===== src/common/homing_defines.vh =====
/*
  Constants for the positive-direction homing sequencer: register offsets,
  field positions, reset values, method codes and timing counts.
  Assumes inclusion by bare name from the rtl files.
*/
`ifndef HOMING_DEFINES_VH
`define HOMING_DEFINES_VH

// Register byte offsets on the Wishbone slave
`define REG_CONFIG        4'h0
`define REG_CONTROL       4'h4
`define REG_STATUS        4'h8
`define REG_COUNTER2      4'hc

// Configuration field positions
`define CFG_METHOD_LSB    0
`define CFG_METHOD_MSB    3
`define CFG_PRESET_LSB    4
`define CFG_PRESET_MSB    7
`define CFG_LIMIT_STYLE   8
`define CFG_CLR_PULSE_EN  11
`define CFG_CLR1_BIT      20
`define CFG_CLR4_BIT      23
`define CFG_RESET         32'h0000_0000

// Control bits (write one to act)
`define CTL_START         0
`define CTL_STOP          1

// Method codes
`define METH_ORG          4'h0
`define METH_ORG_FA       4'h1
`define METH_ORG_IDX_DEC  4'h2
`define METH_ORG_IDX      4'h3
`define METH_ORG_REV_FA   4'h4
`define METH_ORG_REV_PAT  4'h5
`define METH_LIM_FA       4'h6
`define METH_LIM_IDX_FA   4'h7
`define METH_LIM_IDX_PAT  4'h8
`define METH_ZERO_0       4'h9
`define METH_ZERO_3       4'ha
`define METH_ZERO_5       4'hb
`define METH_ZERO_8       4'hc

// Start command code and pulse timing
`define CMD_HOME_PLUS     8'h10
`define PULSE_NS          1000
`define CLK_NS            20
`define PULSE_CYCLES      (`PULSE_NS / `CLK_NS)
// Last divider count, PULSE_CYCLES - 1 held at the divider's 6-bit width
`define PULSE_LAST        6'h31

`endif


===== src/rtl/edge_detect.v =====
/*
  Registered edge detector for one input bit.
  Assumes the input is synchronous to clk_i.
*/
`timescale 1ns/1ns
module edge_detect (
  // Clock and reset
  input  wire clk_i,
  input  wire rst_i,
  // Sample and enable
  input  wire sample_en_i,
  input  wire level_i,
  // Edges
  output wire rise_o,
  output wire fall_o
);
  reg cur_q;
  reg prev_q;

  // Keep current and previous samples; enable lets callers sample slowly
  always @(posedge clk_i) begin
    if (rst_i) begin
      cur_q  <= 1'b0;
      prev_q <= 1'b0;
    end else if (sample_en_i) begin
      cur_q  <= level_i;
      prev_q <= cur_q;
    end
  end

  // One pulse per sample step
  assign rise_o = sample_en_i & cur_q & ~prev_q;
  assign fall_o = sample_en_i & ~cur_q & prev_q;
endmodule


===== src/rtl/index_counter.v =====
/*
  Down-counter for encoder index rising edges.
  Assumes load and edge pulses are synchronous to clk_i.
*/
`timescale 1ns/1ns
module index_counter (
  // Clock and reset
  input  wire       clk_i,
  input  wire       rst_i,
  // Control
  input  wire       load_i,
  input  wire [3:0] preset_i,
  input  wire       count_en_i,
  input  wire       rise_i,
  // Result
  output wire       done_o,
  output wire [3:0] remain_o
);
  reg [3:0] cnt_q;
  reg       armed_q;

  // Preset 0 means one edge, 15 means sixteen
  always @(posedge clk_i) begin
    if (rst_i) begin
      cnt_q   <= 4'h0;
      armed_q <= 1'b0;
    end else if (load_i) begin
      cnt_q   <= preset_i;
      armed_q <= 1'b1;
    end else if (count_en_i && rise_i && armed_q) begin
      if (cnt_q == 4'h0)
        armed_q <= 1'b0;
      else
        cnt_q <= cnt_q - 4'h1;
    end
  end

  assign done_o   = count_en_i & rise_i & armed_q & (cnt_q == 4'h0);
  assign remain_o = cnt_q;
endmodule


===== src/rtl/homing_sequencer_plus_dir.v =====
/*
  Positive-direction homing sequencer with a Wishbone register slave.
  Assumes an external speed generator that honours run, dir, stop and
  decelerate requests and reports rest on motion_idle_i.
*/
// Local design decisions: register access over Wishbone and the register addresses.
`timescale 1ns/1ns
`include "homing_defines.vh"
module homing_sequencer_plus_dir (
  // Clock and reset
  input  wire        clk_i,
  input  wire        rst_i,
  // Wishbone slave
  input  wire        cyc_i,
  input  wire        stb_i,
  input  wire        we_i,
  input  wire [3:0]  adr_i,
  input  wire [3:0]  sel_i,
  input  wire [31:0] dat_i,
  output reg  [31:0] dat_o,
  output reg         ack_o,
  // Sensors
  input  wire        origin_sensor_i,
  input  wire        encoder_index_pulse_i,
  input  wire        plus_stroke_limit_i,
  input  wire        high_speed_pattern_i,
  input  wire        motion_idle_i,
  input  wire [31:0] counter2_value_i,
  // Motion requests
  output reg         run_o,
  output reg         dir_minus_o,
  output reg         aux_speed_o,
  output reg         stop_now_o,
  output reg         decel_stop_o,
  output reg         zero_return_o,
  output reg  [3:0]  counter_clear_o,
  output reg         deviation_clear_output_o,
  output reg         limit_abort_mask_o,
  output reg         pulse_o
);

  ////////////////////////////////////////////////////////////////////////////
  // States
  localparam [9:0] S_IDLE   = 10'h001;
  localparam [9:0] S_SEEK   = 10'h002;
  localparam [9:0] S_HALT1  = 10'h004;
  localparam [9:0] S_BACK   = 10'h008;
  localparam [9:0] S_HALT2  = 10'h010;
  localparam [9:0] S_FWD    = 10'h020;
  localparam [9:0] S_INDEX  = 10'h040;
  localparam [9:0] S_SETTLE = 10'h080;
  localparam [9:0] S_ZERO   = 10'h100;
  localparam [9:0] S_DONE   = 10'h200;

  reg  [31:0] config_q;
  reg  [9:0]  state_q;
  reg  [9:0]  state_d;
  reg  [5:0]  pdiv_q;
  reg         busy_q;
  reg         home_stop_q;
  wire [3:0]  method;
  wire [3:0]  base;
  wire        wb_req;
  wire        pulse_en;
  wire        org_rise;
  wire        org_fall;
  wire        lim_rise;
  wire        lim_fall;
  wire        idx_rise;
  wire        idx_done;
  wire [3:0]  idx_remain;
  wire        start_cmd;
  wire        stop_cmd;
  reg         idx_load;
  reg         idx_count_en;
  reg         stop_imm;
  reg         stop_dec;
  reg         clear_now;

  assign method = config_q[`CFG_METHOD_MSB:`CFG_METHOD_LSB];
  // Composite methods run their base method first
  assign base = (method == `METH_ZERO_0) ? `METH_ORG :
                (method == `METH_ZERO_3) ? `METH_ORG_IDX :
                (method == `METH_ZERO_5) ? `METH_ORG_REV_PAT :
                (method == `METH_ZERO_8) ? `METH_LIM_IDX_PAT : method;
  assign wb_req = cyc_i & stb_i & ~ack_o;
  assign start_cmd = wb_req & we_i & (adr_i == `REG_CONTROL) & sel_i[0] &
                     dat_i[`CTL_START] & ~busy_q;
  assign stop_cmd = wb_req & we_i & (adr_i == `REG_CONTROL) & sel_i[0] & dat_i[`CTL_STOP];

  ////////////////////////////////////////////////////////////////////////////
  // Pulse-rate divider: one enable per command pulse while running
  always @(posedge clk_i) begin
    if (rst_i || !run_o)
      pdiv_q <= 6'h0;
    else if (pdiv_q == `PULSE_LAST)
      pdiv_q <= 6'h0;
    else
      pdiv_q <= pdiv_q + 6'h1;
  end
  assign pulse_en = run_o & (pdiv_q == `PULSE_LAST);

  // Origin sensor sampled only in step with pulses, so an edge is flagged at the second pulse step after it
  edge_detect u_org (
    .clk_i       (clk_i),
    .rst_i       (rst_i),
    .sample_en_i (pulse_en),
    .level_i     (origin_sensor_i),
    .rise_o      (org_rise),
    .fall_o      (org_fall)
  );
  // Limit and index sampled every clock
  edge_detect u_lim (
    .clk_i       (clk_i),
    .rst_i       (rst_i),
    .sample_en_i (1'b1),
    .level_i     (plus_stroke_limit_i),
    .rise_o      (lim_rise),
    .fall_o      (lim_fall)
  );
  edge_detect u_idx (
    .clk_i       (clk_i),
    .rst_i       (rst_i),
    .sample_en_i (1'b1),
    .level_i     (encoder_index_pulse_i),
    .rise_o      (idx_rise),
    .fall_o      ()
  );
  index_counter u_cnt (
    .clk_i      (clk_i),
    .rst_i      (rst_i),
    .load_i     (idx_load),
    .preset_i   (config_q[`CFG_PRESET_MSB:`CFG_PRESET_LSB]),
    .count_en_i (idx_count_en),
    .rise_i     (idx_rise),
    .done_o     (idx_done),
    .remain_o   (idx_remain)
  );

  ////////////////////////////////////////////////////////////////////////////
  // Sequencer next state and stop requests
  always @* begin
    state_d      = state_q;
    idx_load     = 1'b0;
    idx_count_en = 1'b0;
    stop_imm     = 1'b0;
    stop_dec     = 1'b0;
    clear_now    = 1'b0;
    case (state_q)
      S_IDLE: begin
        if (start_cmd) begin
          state_d  = S_SEEK;
          idx_load = 1'b1;
        end
      end
      S_SEEK: begin
        case (base)
          `METH_ORG: begin
            if (org_rise) begin
              // Patterns decelerate and rest past the origin
              stop_imm  = ~high_speed_pattern_i;
              stop_dec  = high_speed_pattern_i;
              clear_now = 1'b1;
              state_d   = S_SETTLE;
            end
          end
          `METH_ORG_FA, `METH_ORG_REV_FA, `METH_ORG_REV_PAT: begin
            if (org_rise) begin
              stop_imm = ~high_speed_pattern_i;
              stop_dec = high_speed_pattern_i;
              state_d  = S_HALT1;
            end
          end
          `METH_ORG_IDX_DEC: begin
            if (org_rise) begin
              stop_dec = high_speed_pattern_i;
              state_d  = S_INDEX;
            end
          end
          `METH_ORG_IDX: begin
            if (org_rise)
              state_d = S_INDEX;
          end
          `METH_LIM_FA, `METH_LIM_IDX_FA, `METH_LIM_IDX_PAT: begin
            if (lim_rise) begin
              stop_imm = ~(config_q[`CFG_LIMIT_STYLE] & high_speed_pattern_i);
              stop_dec = config_q[`CFG_LIMIT_STYLE] & high_speed_pattern_i;
              state_d  = S_HALT1;
            end
          end
          default: state_d = S_DONE;
        endcase
      end
      S_HALT1: begin
        if (motion_idle_i)
          state_d = S_BACK;
      end
      S_BACK: begin
        if ((base == `METH_ORG_FA) && org_fall) begin
          stop_imm = 1'b1;
          state_d  = S_HALT2;
        end else if ((base == `METH_LIM_FA) && lim_fall) begin
          stop_imm  = 1'b1;
          clear_now = 1'b1;
          state_d   = S_SETTLE;
        end else if ((base == `METH_ORG_REV_FA || base == `METH_ORG_REV_PAT) && org_fall) begin
          idx_load = 1'b1;
          state_d  = S_INDEX;
        end else if ((base == `METH_LIM_IDX_FA || base == `METH_LIM_IDX_PAT) && lim_fall) begin
          idx_load = 1'b1;
          state_d  = S_INDEX;
        end
      end
      S_HALT2: begin
        if (motion_idle_i)
          state_d = S_FWD;
      end
      S_FWD: begin
        if (org_rise) begin
          stop_imm  = 1'b1;
          clear_now = 1'b1;
          state_d   = S_SETTLE;
        end
      end
      S_INDEX: begin
        idx_count_en = 1'b1;
        if (idx_done) begin
          clear_now = 1'b1;
          // Methods 2, 4 and 7 cut even a deceleration short
          if (base == `METH_ORG_IDX_DEC || base == `METH_ORG_REV_FA || base == `METH_LIM_IDX_FA)
            stop_imm = 1'b1;
          else begin
            stop_imm = ~high_speed_pattern_i;
            stop_dec = high_speed_pattern_i;
          end
          state_d = S_SETTLE;
        end
      end
      S_SETTLE: begin
        if (motion_idle_i)
          state_d = (method >= `METH_ZERO_0 && method <= `METH_ZERO_8) ? S_ZERO : S_DONE;
      end
      S_ZERO: begin
        if (counter2_value_i == 32'h0) begin
          stop_imm = 1'b1;
          state_d  = S_DONE;
        end
      end
      S_DONE: begin
        if (motion_idle_i)
          state_d = S_IDLE;
      end
      default: state_d = S_IDLE;
    endcase
    if (stop_cmd && state_q != S_IDLE) begin
      stop_imm = 1'b1;
      state_d  = S_DONE;
    end
  end

  ////////////////////////////////////////////////////////////////////////////
  // State and motion outputs
  always @(posedge clk_i) begin
    if (rst_i) begin
      state_q                  <= S_IDLE;
      busy_q                   <= 1'b0;
      home_stop_q              <= 1'b0;
      run_o                    <= 1'b0;
      dir_minus_o              <= 1'b0;
      aux_speed_o              <= 1'b0;
      stop_now_o               <= 1'b0;
      decel_stop_o             <= 1'b0;
      zero_return_o            <= 1'b0;
      counter_clear_o          <= 4'h0;
      deviation_clear_output_o <= 1'b0;
      limit_abort_mask_o       <= 1'b0;
      pulse_o                  <= 1'b0;
    end else begin
      state_q         <= state_d;
      busy_q          <= (state_d != S_IDLE);
      stop_now_o      <= stop_imm;
      decel_stop_o    <= stop_dec;
      pulse_o         <= pulse_en;
      // Run in SEEK, BACK, FWD, INDEX and ZERO; direction from phase
      run_o           <= (state_d == S_SEEK) | (state_d == S_BACK) | (state_d == S_FWD) |
                         (state_d == S_INDEX) | (state_d == S_ZERO);
      dir_minus_o     <= (state_d == S_BACK) |
                         ((state_d == S_INDEX) && (state_q != S_SEEK) && !(state_q == S_INDEX && !dir_minus_o)) |
                         (state_d == S_ZERO);
      aux_speed_o     <= (state_d == S_BACK || state_d == S_FWD || state_d == S_INDEX) &&
                         (base == `METH_ORG_FA || base == `METH_ORG_REV_FA ||
                          base == `METH_LIM_FA || base == `METH_LIM_IDX_FA);
      zero_return_o   <= (state_d == S_ZERO);
      // Limit homing must not abort on the plus limit
      limit_abort_mask_o <= (state_d != S_IDLE) &&
                            (base == `METH_LIM_FA || base == `METH_LIM_IDX_FA ||
                             base == `METH_LIM_IDX_PAT);
      counter_clear_o <= clear_now ? config_q[`CFG_CLR4_BIT:`CFG_CLR1_BIT] : 4'h0;
      deviation_clear_output_o <= clear_now & config_q[`CFG_CLR_PULSE_EN];
      if (clear_now)
        home_stop_q <= 1'b1;
      else if (start_cmd)
        home_stop_q <= 1'b0;
    end
  end

  ////////////////////////////////////////////////////////////////////////////
  // Wishbone slave: one registered ack per request, one cycle after it
  always @(posedge clk_i) begin
    if (rst_i) begin
      config_q <= `CFG_RESET;
      ack_o    <= 1'b0;
      dat_o    <= 32'h0;
    end else begin
      ack_o <= wb_req;
      if (wb_req && we_i && adr_i == `REG_CONFIG) begin
        if (sel_i[0]) config_q[7:0]   <= dat_i[7:0];
        if (sel_i[1]) config_q[15:8]  <= dat_i[15:8];
        if (sel_i[2]) config_q[23:16] <= dat_i[23:16];
        if (sel_i[3]) config_q[31:24] <= dat_i[31:24];
      end
      if (wb_req && !we_i) begin
        case (adr_i)
          `REG_CONFIG:   dat_o <= config_q & 32'h00f0_09ff;
          `REG_STATUS:   dat_o <= {16'h0, idx_remain, 1'b0, home_stop_q, state_q};
          `REG_COUNTER2: dat_o <= counter2_value_i;
          default:       dat_o <= 32'h0;
        endcase
      end
    end
  end
endmodule


===== config.mk =====
export PLATFORM = sky130hd
export DESIGN_NAME = homing_sequencer_plus_dir
export DESIGN_NICKNAME = d
export VERILOG_FILES = /design/src/rtl/edge_detect.v /design/src/rtl/index_counter.v /design/src/rtl/homing_sequencer_plus_dir.v
export VERILOG_INCLUDE_DIRS = /design/src /design/src/common
export SDC_FILE = /design/constraint.sdc
export NUM_CORES = 1
export LEC_CHECK = 0
export BUFFER_PORTS_ARGS = -buffer_cell sky130_fd_sc_hd__buf_4
export CAP_MARGIN = 25
export CORE_MARGIN = 2
export CORE_UTILIZATION = 58
export CTS_BUF_LIST = sky130_fd_sc_hd__clkbuf_8
export CTS_CLUSTER_SIZE = 8
export DETAILED_ROUTE_END_ITERATION = 8
export GPL_TIMING_DRIVEN = 0
export PLACE_DENSITY = 0.86
export SLEW_MARGIN = 10
export SYNTH_ARGS = -nofsm -noshare
export SYNTH_HDL_FRONTEND = slang
export SYNTH_SLANG_ARGS = --single-unit

===== constraint.sdc =====
create_clock -name clk_i -period 5.1 [get_ports clk_i]
set_input_delay 0.51 -clock clk_i [delete_from_list [all_inputs] [get_ports clk_i]]
set_output_delay 0.51 -clock clk_i [all_outputs]
set_load 0.02 [all_outputs]

# Yosys cells after proc, flatten, opt, wreduce, memory -nomap -nowiden
# Index checks and enable logic that the tools add are counted.
# totals
register_bits,95
output_inout_bits,46
word_cells,214
# classes
n_addsub,2
order_cmp,2
n_eq_ne,35
muxes,60
bitwise,37
n_reduce_logical,51
# op_table
op,count
2-to-1 mux 10 bit,17
one-hot mux 10 bit (10 select lines),1
one-hot mux 32 bit (3 select lines),1
one-hot mux 10 bit (4 select lines),1
zero test 32 bit,1
equality test 4 bit (second input constant),7
2-to-1 mux 4 bit,7
2-to-1 mux 1 bit,27
AND 1 bit,21
equality test 10 x 2 -> 1 bit (second input constant),2
equality test 10 x 4 -> 1 bit (second input constant),2
equality test 10 x 6 -> 1 bit (second input constant),2
equality test 10 x 7 -> 1 bit (second input constant),2
equality test 10 x 9 -> 1 bit (second input constant),2
equality test 4 x 3 -> 1 bit (second input constant),5
!= test 10 x 1 -> 1 bit (second input constant),2
logical AND 1 bit,16
zero test 4 bit,3
logical OR 1 bit,12
equality test 10 x 1 -> 1 bit (second input constant),1
equality test 10 bit (second input constant),1
equality test 10 x 3 -> 1 bit (second input constant),1
equality test 10 x 5 -> 1 bit (second input constant),1
equality test 10 x 8 -> 1 bit (second input constant),1
21 further kinds,51

# Longest topological paths before layout
# depth
ltp_word,19
depth_mapped,8
ltp_nobuf,8

# By module
# Synthesis repeated with hierarchy kept, for this count alone.
# unflattened
cells_unflattened,545
hier_area_um2,4675.7
# modules_own_cells
mod,instances,cells_per_inst,area_each_um2
homing_sequencer_plus_dir,1,481,4117.7
index_counter,1,37,299.0
edge_detect,3,9,86.3

# Worst setup path after synthesis
# OpenSTA, ideal clock, no wires.
# synth_path
path_kind,flip-flop to flip-flop
startpoint,register state_q[5]
endpoint,register state_q[2]
setup_ns,0.088
t_arrival_ns,2.171
required_time_ns,5.012
slack_ns,2.841
stages_incl_launch_ff,9
synth_period_minus_slack_ns,2.259
cell_sequence,dfxtp_1 > buf_6 > or4_4 > buf_6 > nor4_2 > a311oi_1 > a211o_1 > buf_6 > o32ai_2
# synth_via
elab_chain_cells,8
word_cells_on_any_way,19
cone_classes,eq/ne (11); mux (4); bitwise (3); reduce/logical (1)
# synth_rtl
item,line,text
start: declaration,homing_sequencer_plus_dir.v:56,reg [9:0] state_q;
start signal: assignment,homing_sequencer_plus_dir.v:279,state_q <= state_d;
equality test 10 x 7 -> 1 bit,homing_sequencer_plus_dir.v:149,case (state_q)
2-to-1 mux 1 bit,homing_sequencer_plus_dir.v:149,
AND 1 bit (3 in series),index_counter.v:38,assign done_o = count_en_i & rise_i & armed_q & (cnt_q == 4'h0);
2-to-1 mux 10 bit,homing_sequencer_plus_dir.v:227,if (idx_done) begin
one-hot mux 10 bit (10 select lines),homing_sequencer_plus_dir.v:149,
2-to-1 mux 10 bit (*),homing_sequencer_plus_dir.v:255,if (stop_cmd && state_q != S_IDLE) begin
# Every way passes the cells marked *; elsewhere a longest branch is shown, timed or not.
# A chain may end at the register's enable or synchronous reset.

# Worst setup path in the final report
# layout_path
startpoint,register state_q[9]
endpoint,register counter_clear_o[3]
# layout_via
elab_chain_cells,9
word_cells_on_any_way,12
cone_classes,eq/ne (4); mux (3); bitwise (4); reduce/logical (1)
# layout_rtl
item,line,text
equality test 10 x 7 -> 1 bit,homing_sequencer_plus_dir.v:149,
2-to-1 mux 1 bit,homing_sequencer_plus_dir.v:149,
AND 1 bit (3 in series),index_counter.v:38,
2-to-1 mux 1 bit,homing_sequencer_plus_dir.v:227,
one-hot mux 1 bit (4 select lines) (*),homing_sequencer_plus_dir.v:149,
NOT 1 bit (no line) (*),-,
OR reduction 2 bit (no line) (*),-,
end signal: assignment,homing_sequencer_plus_dir.v:298,counter_clear_o <= clear_now ? config_q[`CFG_CLR4_BIT:`CFG_CLR1_BIT] : 4'h0;
end: declaration,homing_sequencer_plus_dir.v:36,"output reg [3:0] counter_clear_o,"
# Marks and branches as above.

==> key figures <==
Floorplan
  – DIE HEIGHT: 92.6 µm
  – Starting utilization of the core area: 59.3%
  – CORE AREA: 7690 µm²
  – Ports placed on the boundary: 128
  – Standard-cell rows: 32
  – Die Area: 8580 µm²
  – Chip width: 92.6 µm

Place
  – Detail Placement HPWL: 11000 µm
  – Placed Cells: 737
  – Gp weighted congestion: 0.995
  – Count of buffers inserted at the top-level ports: 107

Clocking
  – Count of hold buffers inserted by post-cts repair: 0
  – Root Buffer: sky130_fd_sc_hd__clkbuf_8
  – Clock insertion delay at the later pin of the skew report: 0.36 ns
  – Clock-pin transition on the worst setup and hold timing paths: 0.10 ns
  – Maximum buffer depth of the clock tree: 2
  – H-tree level count: 3
  – Count of clock tree sinks: 89
  – Number of buffers created by CTS: 9
  – CTS tree: yes
  – Total of cells resized after clock tree synthesis: 0
  – Total setup buffers inserted after CTS: 0

STA
  – Endpoints failing hold: 0
  – Measured slew at the worst slew-check pin: 0.897 ns
  – Total negative setup slack: 0 ns
  – Share of the clock period used by the worst path: 51.9%
  – Max Transition Viols Final: 0
  – Largest clock skew in the final design: 0.0115 ns
  – RSZ-0062 raised after global routing: false
  – Worst slew margin relative to its limit: 39.7%
  – Final setup violating endpoints: 0
  – Post-route minimum period: 2.65 ns
  – Fmax: 378 MHz

Global route
  – Largest net degree at the start of global routing: 17
  – Wire length of the first global-routing pass: 22100 µm
  – Antenna violations before repair: 0
  – Overall overflow remaining after global route: 0
  – Total routing usage reported by global routing: 33.1%
  – Number of global-route vias before repair: 4322

Synth
  – Warnings, synthesis: 0
  – Library cells used by synthesis: 71
  – Primary FF master, synth: sky130_fd_sc_hd__dfxtp_1
  – Share of async-settable or async-resettable flops after synthesis: 0%
  – Synthesized instance count: 528
  – Number of storage elements in the synthesis netlist: 89
  – Sequential cell area fraction in the yosys report: 39.1%
  – Count of flip-flops with a built-in enable after synthesis: 0
  – Area of the mapped netlist: 4560 µm²
  – Syn_area_per_cell: 8.63 µm²
  – Post-Syn Nets: 613

Flow run
  – # Max-Cap Violations: 0

Detailed routing
  – Number of DRC markers in iteration 0: 435
  – Via count: 4694
  – Wire length after detailed routing: 14300 µm
  – Iteration count of the initial detailed-routing pass: 5
  – Antenna Nets Post-Route: 0
  – DRC Markers: 0
  – Detailed-route wire length per cell: 19.0 µm
  – Via density per instance: 6.23

Pwr
  – Max VDD drop: 174 µV
  – Leakage power figure: 2.34 nW
  – Cell area power density: 239 nW/µm²

Layout
  – Non-filler cells in the finished layout: 753
  – Area growth syn-to-layout: 25.6%
  – Fin nets: 731
  – Commonest non-fill, non-tap cells in the layout: sky130_fd_sc_hd__buf_4 (108), sky130_fd_sc_hd__nor2_1 (94), sky130_fd_sc_hd__dfxtp_1 (89)
  – Number of inserted diodes: 0
  – Ratio of cells with drive above 1 in the final layout: 23.7%
  – Leading cell type in the layout, fill and taps excluded: sky130_fd_sc_hd__buf_4

Critical path
  – Arrival time worst endpoint: 2.95 ns
  – Data required time of the critical path: 5.40 ns
  – Top fanout value on the critical path: 10
  – Worst Setup End Kind: register
  – Path type of the worst setup path: register to register
  – Type of element launching the critical path: register

Hold path
  – Worst hold path type: input pin to register

Outcome
  – Run status: finished, final reports clean
==> per-layer routing <==
layer	track usage, %	wire [µm]
met1	42.5	5910
met2	55.1	6760
met3	4.88	1130
met4	15.1	521
met5	0	0
==> registers in the layout (all words and copies together), names as in the netlist, 4 cells and up <==
register         count
config_q            14
counter_clear_o      4
dat_o               32
pdiv_q               6
state_q             10
u_cnt.remain_o       4
==> cells by family after synthesis <==
logic type / after synthesis / synth area share [%]
adder cells (fa/ha/maj): 3 / 0.824
buffers and inverters: 50 / 4.92
flip-flops: 89 / 39.1
multiplexers: 31 / 6.95
AND/OR/NAND/NOR: 226 / 26.9
AO/OA/AOI/OAI: 116 / 18.8
XOR/XNOR: 13 / 2.50
==> layout make-up <==
class	instances	area, µm²
plain buffers	36	171
multi-input cells	389	2550
clock inverters	6	97.6
flip-flops and latches	89	1780
repair buffers	107	803
clock buffers	10	138
well taps	102	128
fillers	605	1970
inverters	14	52.6
==> through the flow <==
stage          setup slack [ns]  total power (W)  instance area, µm²  util (%)  hold WS [ns]
6_report                   2.45          0.00137                5720      74.4         0.363
5_1_grt                    2.33          0.00140                5720      74.4         0.380
4_1_cts                    2.48          0.00137                5720      74.4         0.363
3_5_place_dp               2.49         0.000815                5490      71.4         0.467
3_3_place_gp               2.54         0.000813                5490      71.4         0.441
2_1_floorplan              2.84         0.000756                4560         -         0.430
==> synth_stat cells (4+ instances only) <==
cell type                   n  share of area [%]
sky130_fd_sc_hd__a21oi_1   21                2.3
sky130_fd_sc_hd__mux2i_1   26                5.7
sky130_fd_sc_hd__dfxtp_1   89                 39
sky130_fd_sc_hd__xor2_1     7                1.3
sky130_fd_sc_hd__xnor2_1    6                1.2
sky130_fd_sc_hd__a22o_1    15                2.9
sky130_fd_sc_hd__o21ai_0   13                1.4
sky130_fd_sc_hd__nand3_1   10                1.1
sky130_fd_sc_hd__o211ai_1   4               0.66
sky130_fd_sc_hd__nand4_1   10                1.4
sky130_fd_sc_hd__and3_1     8                1.1
sky130_fd_sc_hd__clkbuf_1  25                2.1
sky130_fd_sc_hd__buf_1      4               0.33
sky130_fd_sc_hd__nor4_1    13                1.8
sky130_fd_sc_hd__nand2b_1   6               0.82
sky130_fd_sc_hd__nor3_1     9               0.99
sky130_fd_sc_hd__nand2_1   22                1.8
sky130_fd_sc_hd__mux2_2     5                1.2
sky130_fd_sc_hd__a22oi_1   26                4.3
sky130_fd_sc_hd__or3_1      6               0.82
sky130_fd_sc_hd__nand3b_1   4               0.66
sky130_fd_sc_hd__nor2b_1    9                1.2
sky130_fd_sc_hd__buf_6      4               0.99
sky130_fd_sc_hd__inv_1     14                1.2
sky130_fd_sc_hd__o21a_1     4               0.66
sky130_fd_sc_hd__a31oi_1    4               0.55
sky130_fd_sc_hd__nor2_1    94                7.7
==> worst paths after layout <==
| kind | slack, ns | to | from | depth (start not counted) |
|---|---|---|---|---|
| max | 2.45 | counter_clear_o[3] | state_q[9] | 6 |
| min | 0.36 | u_lim.cur_q | plus_stroke_limit_i | 2 |
| max reg2reg | 2.45 | counter_clear_o[3] | state_q[9] | 6 |
| min reg2reg | 0.48 | u_idx.prev_q | u_idx.cur_q | 1 |
==> worst max-delay path, cell delays in order, from the launching register on <==
cell	delay (ns)
sky130_fd_sc_hd__dfxtp_1	0.30
sky130_fd_sc_hd__clkbuf_1	0.22
sky130_fd_sc_hd__or4b_2	0.70
sky130_fd_sc_hd__nor3_4	0.39
sky130_fd_sc_hd__a32oi_1	0.13
sky130_fd_sc_hd__o221ai_1	0.59
sky130_fd_sc_hd__and3_1	0.26
==> report_power, final <==
group          internal, W  total (W)  switching, W
sequential        0.000697   0.000699    0.00000182
combinational    0.0000496   0.000102     0.0000525
clock             0.000297   0.000564      0.000267
Note: power is estimated with default switching activity, not from simulation.
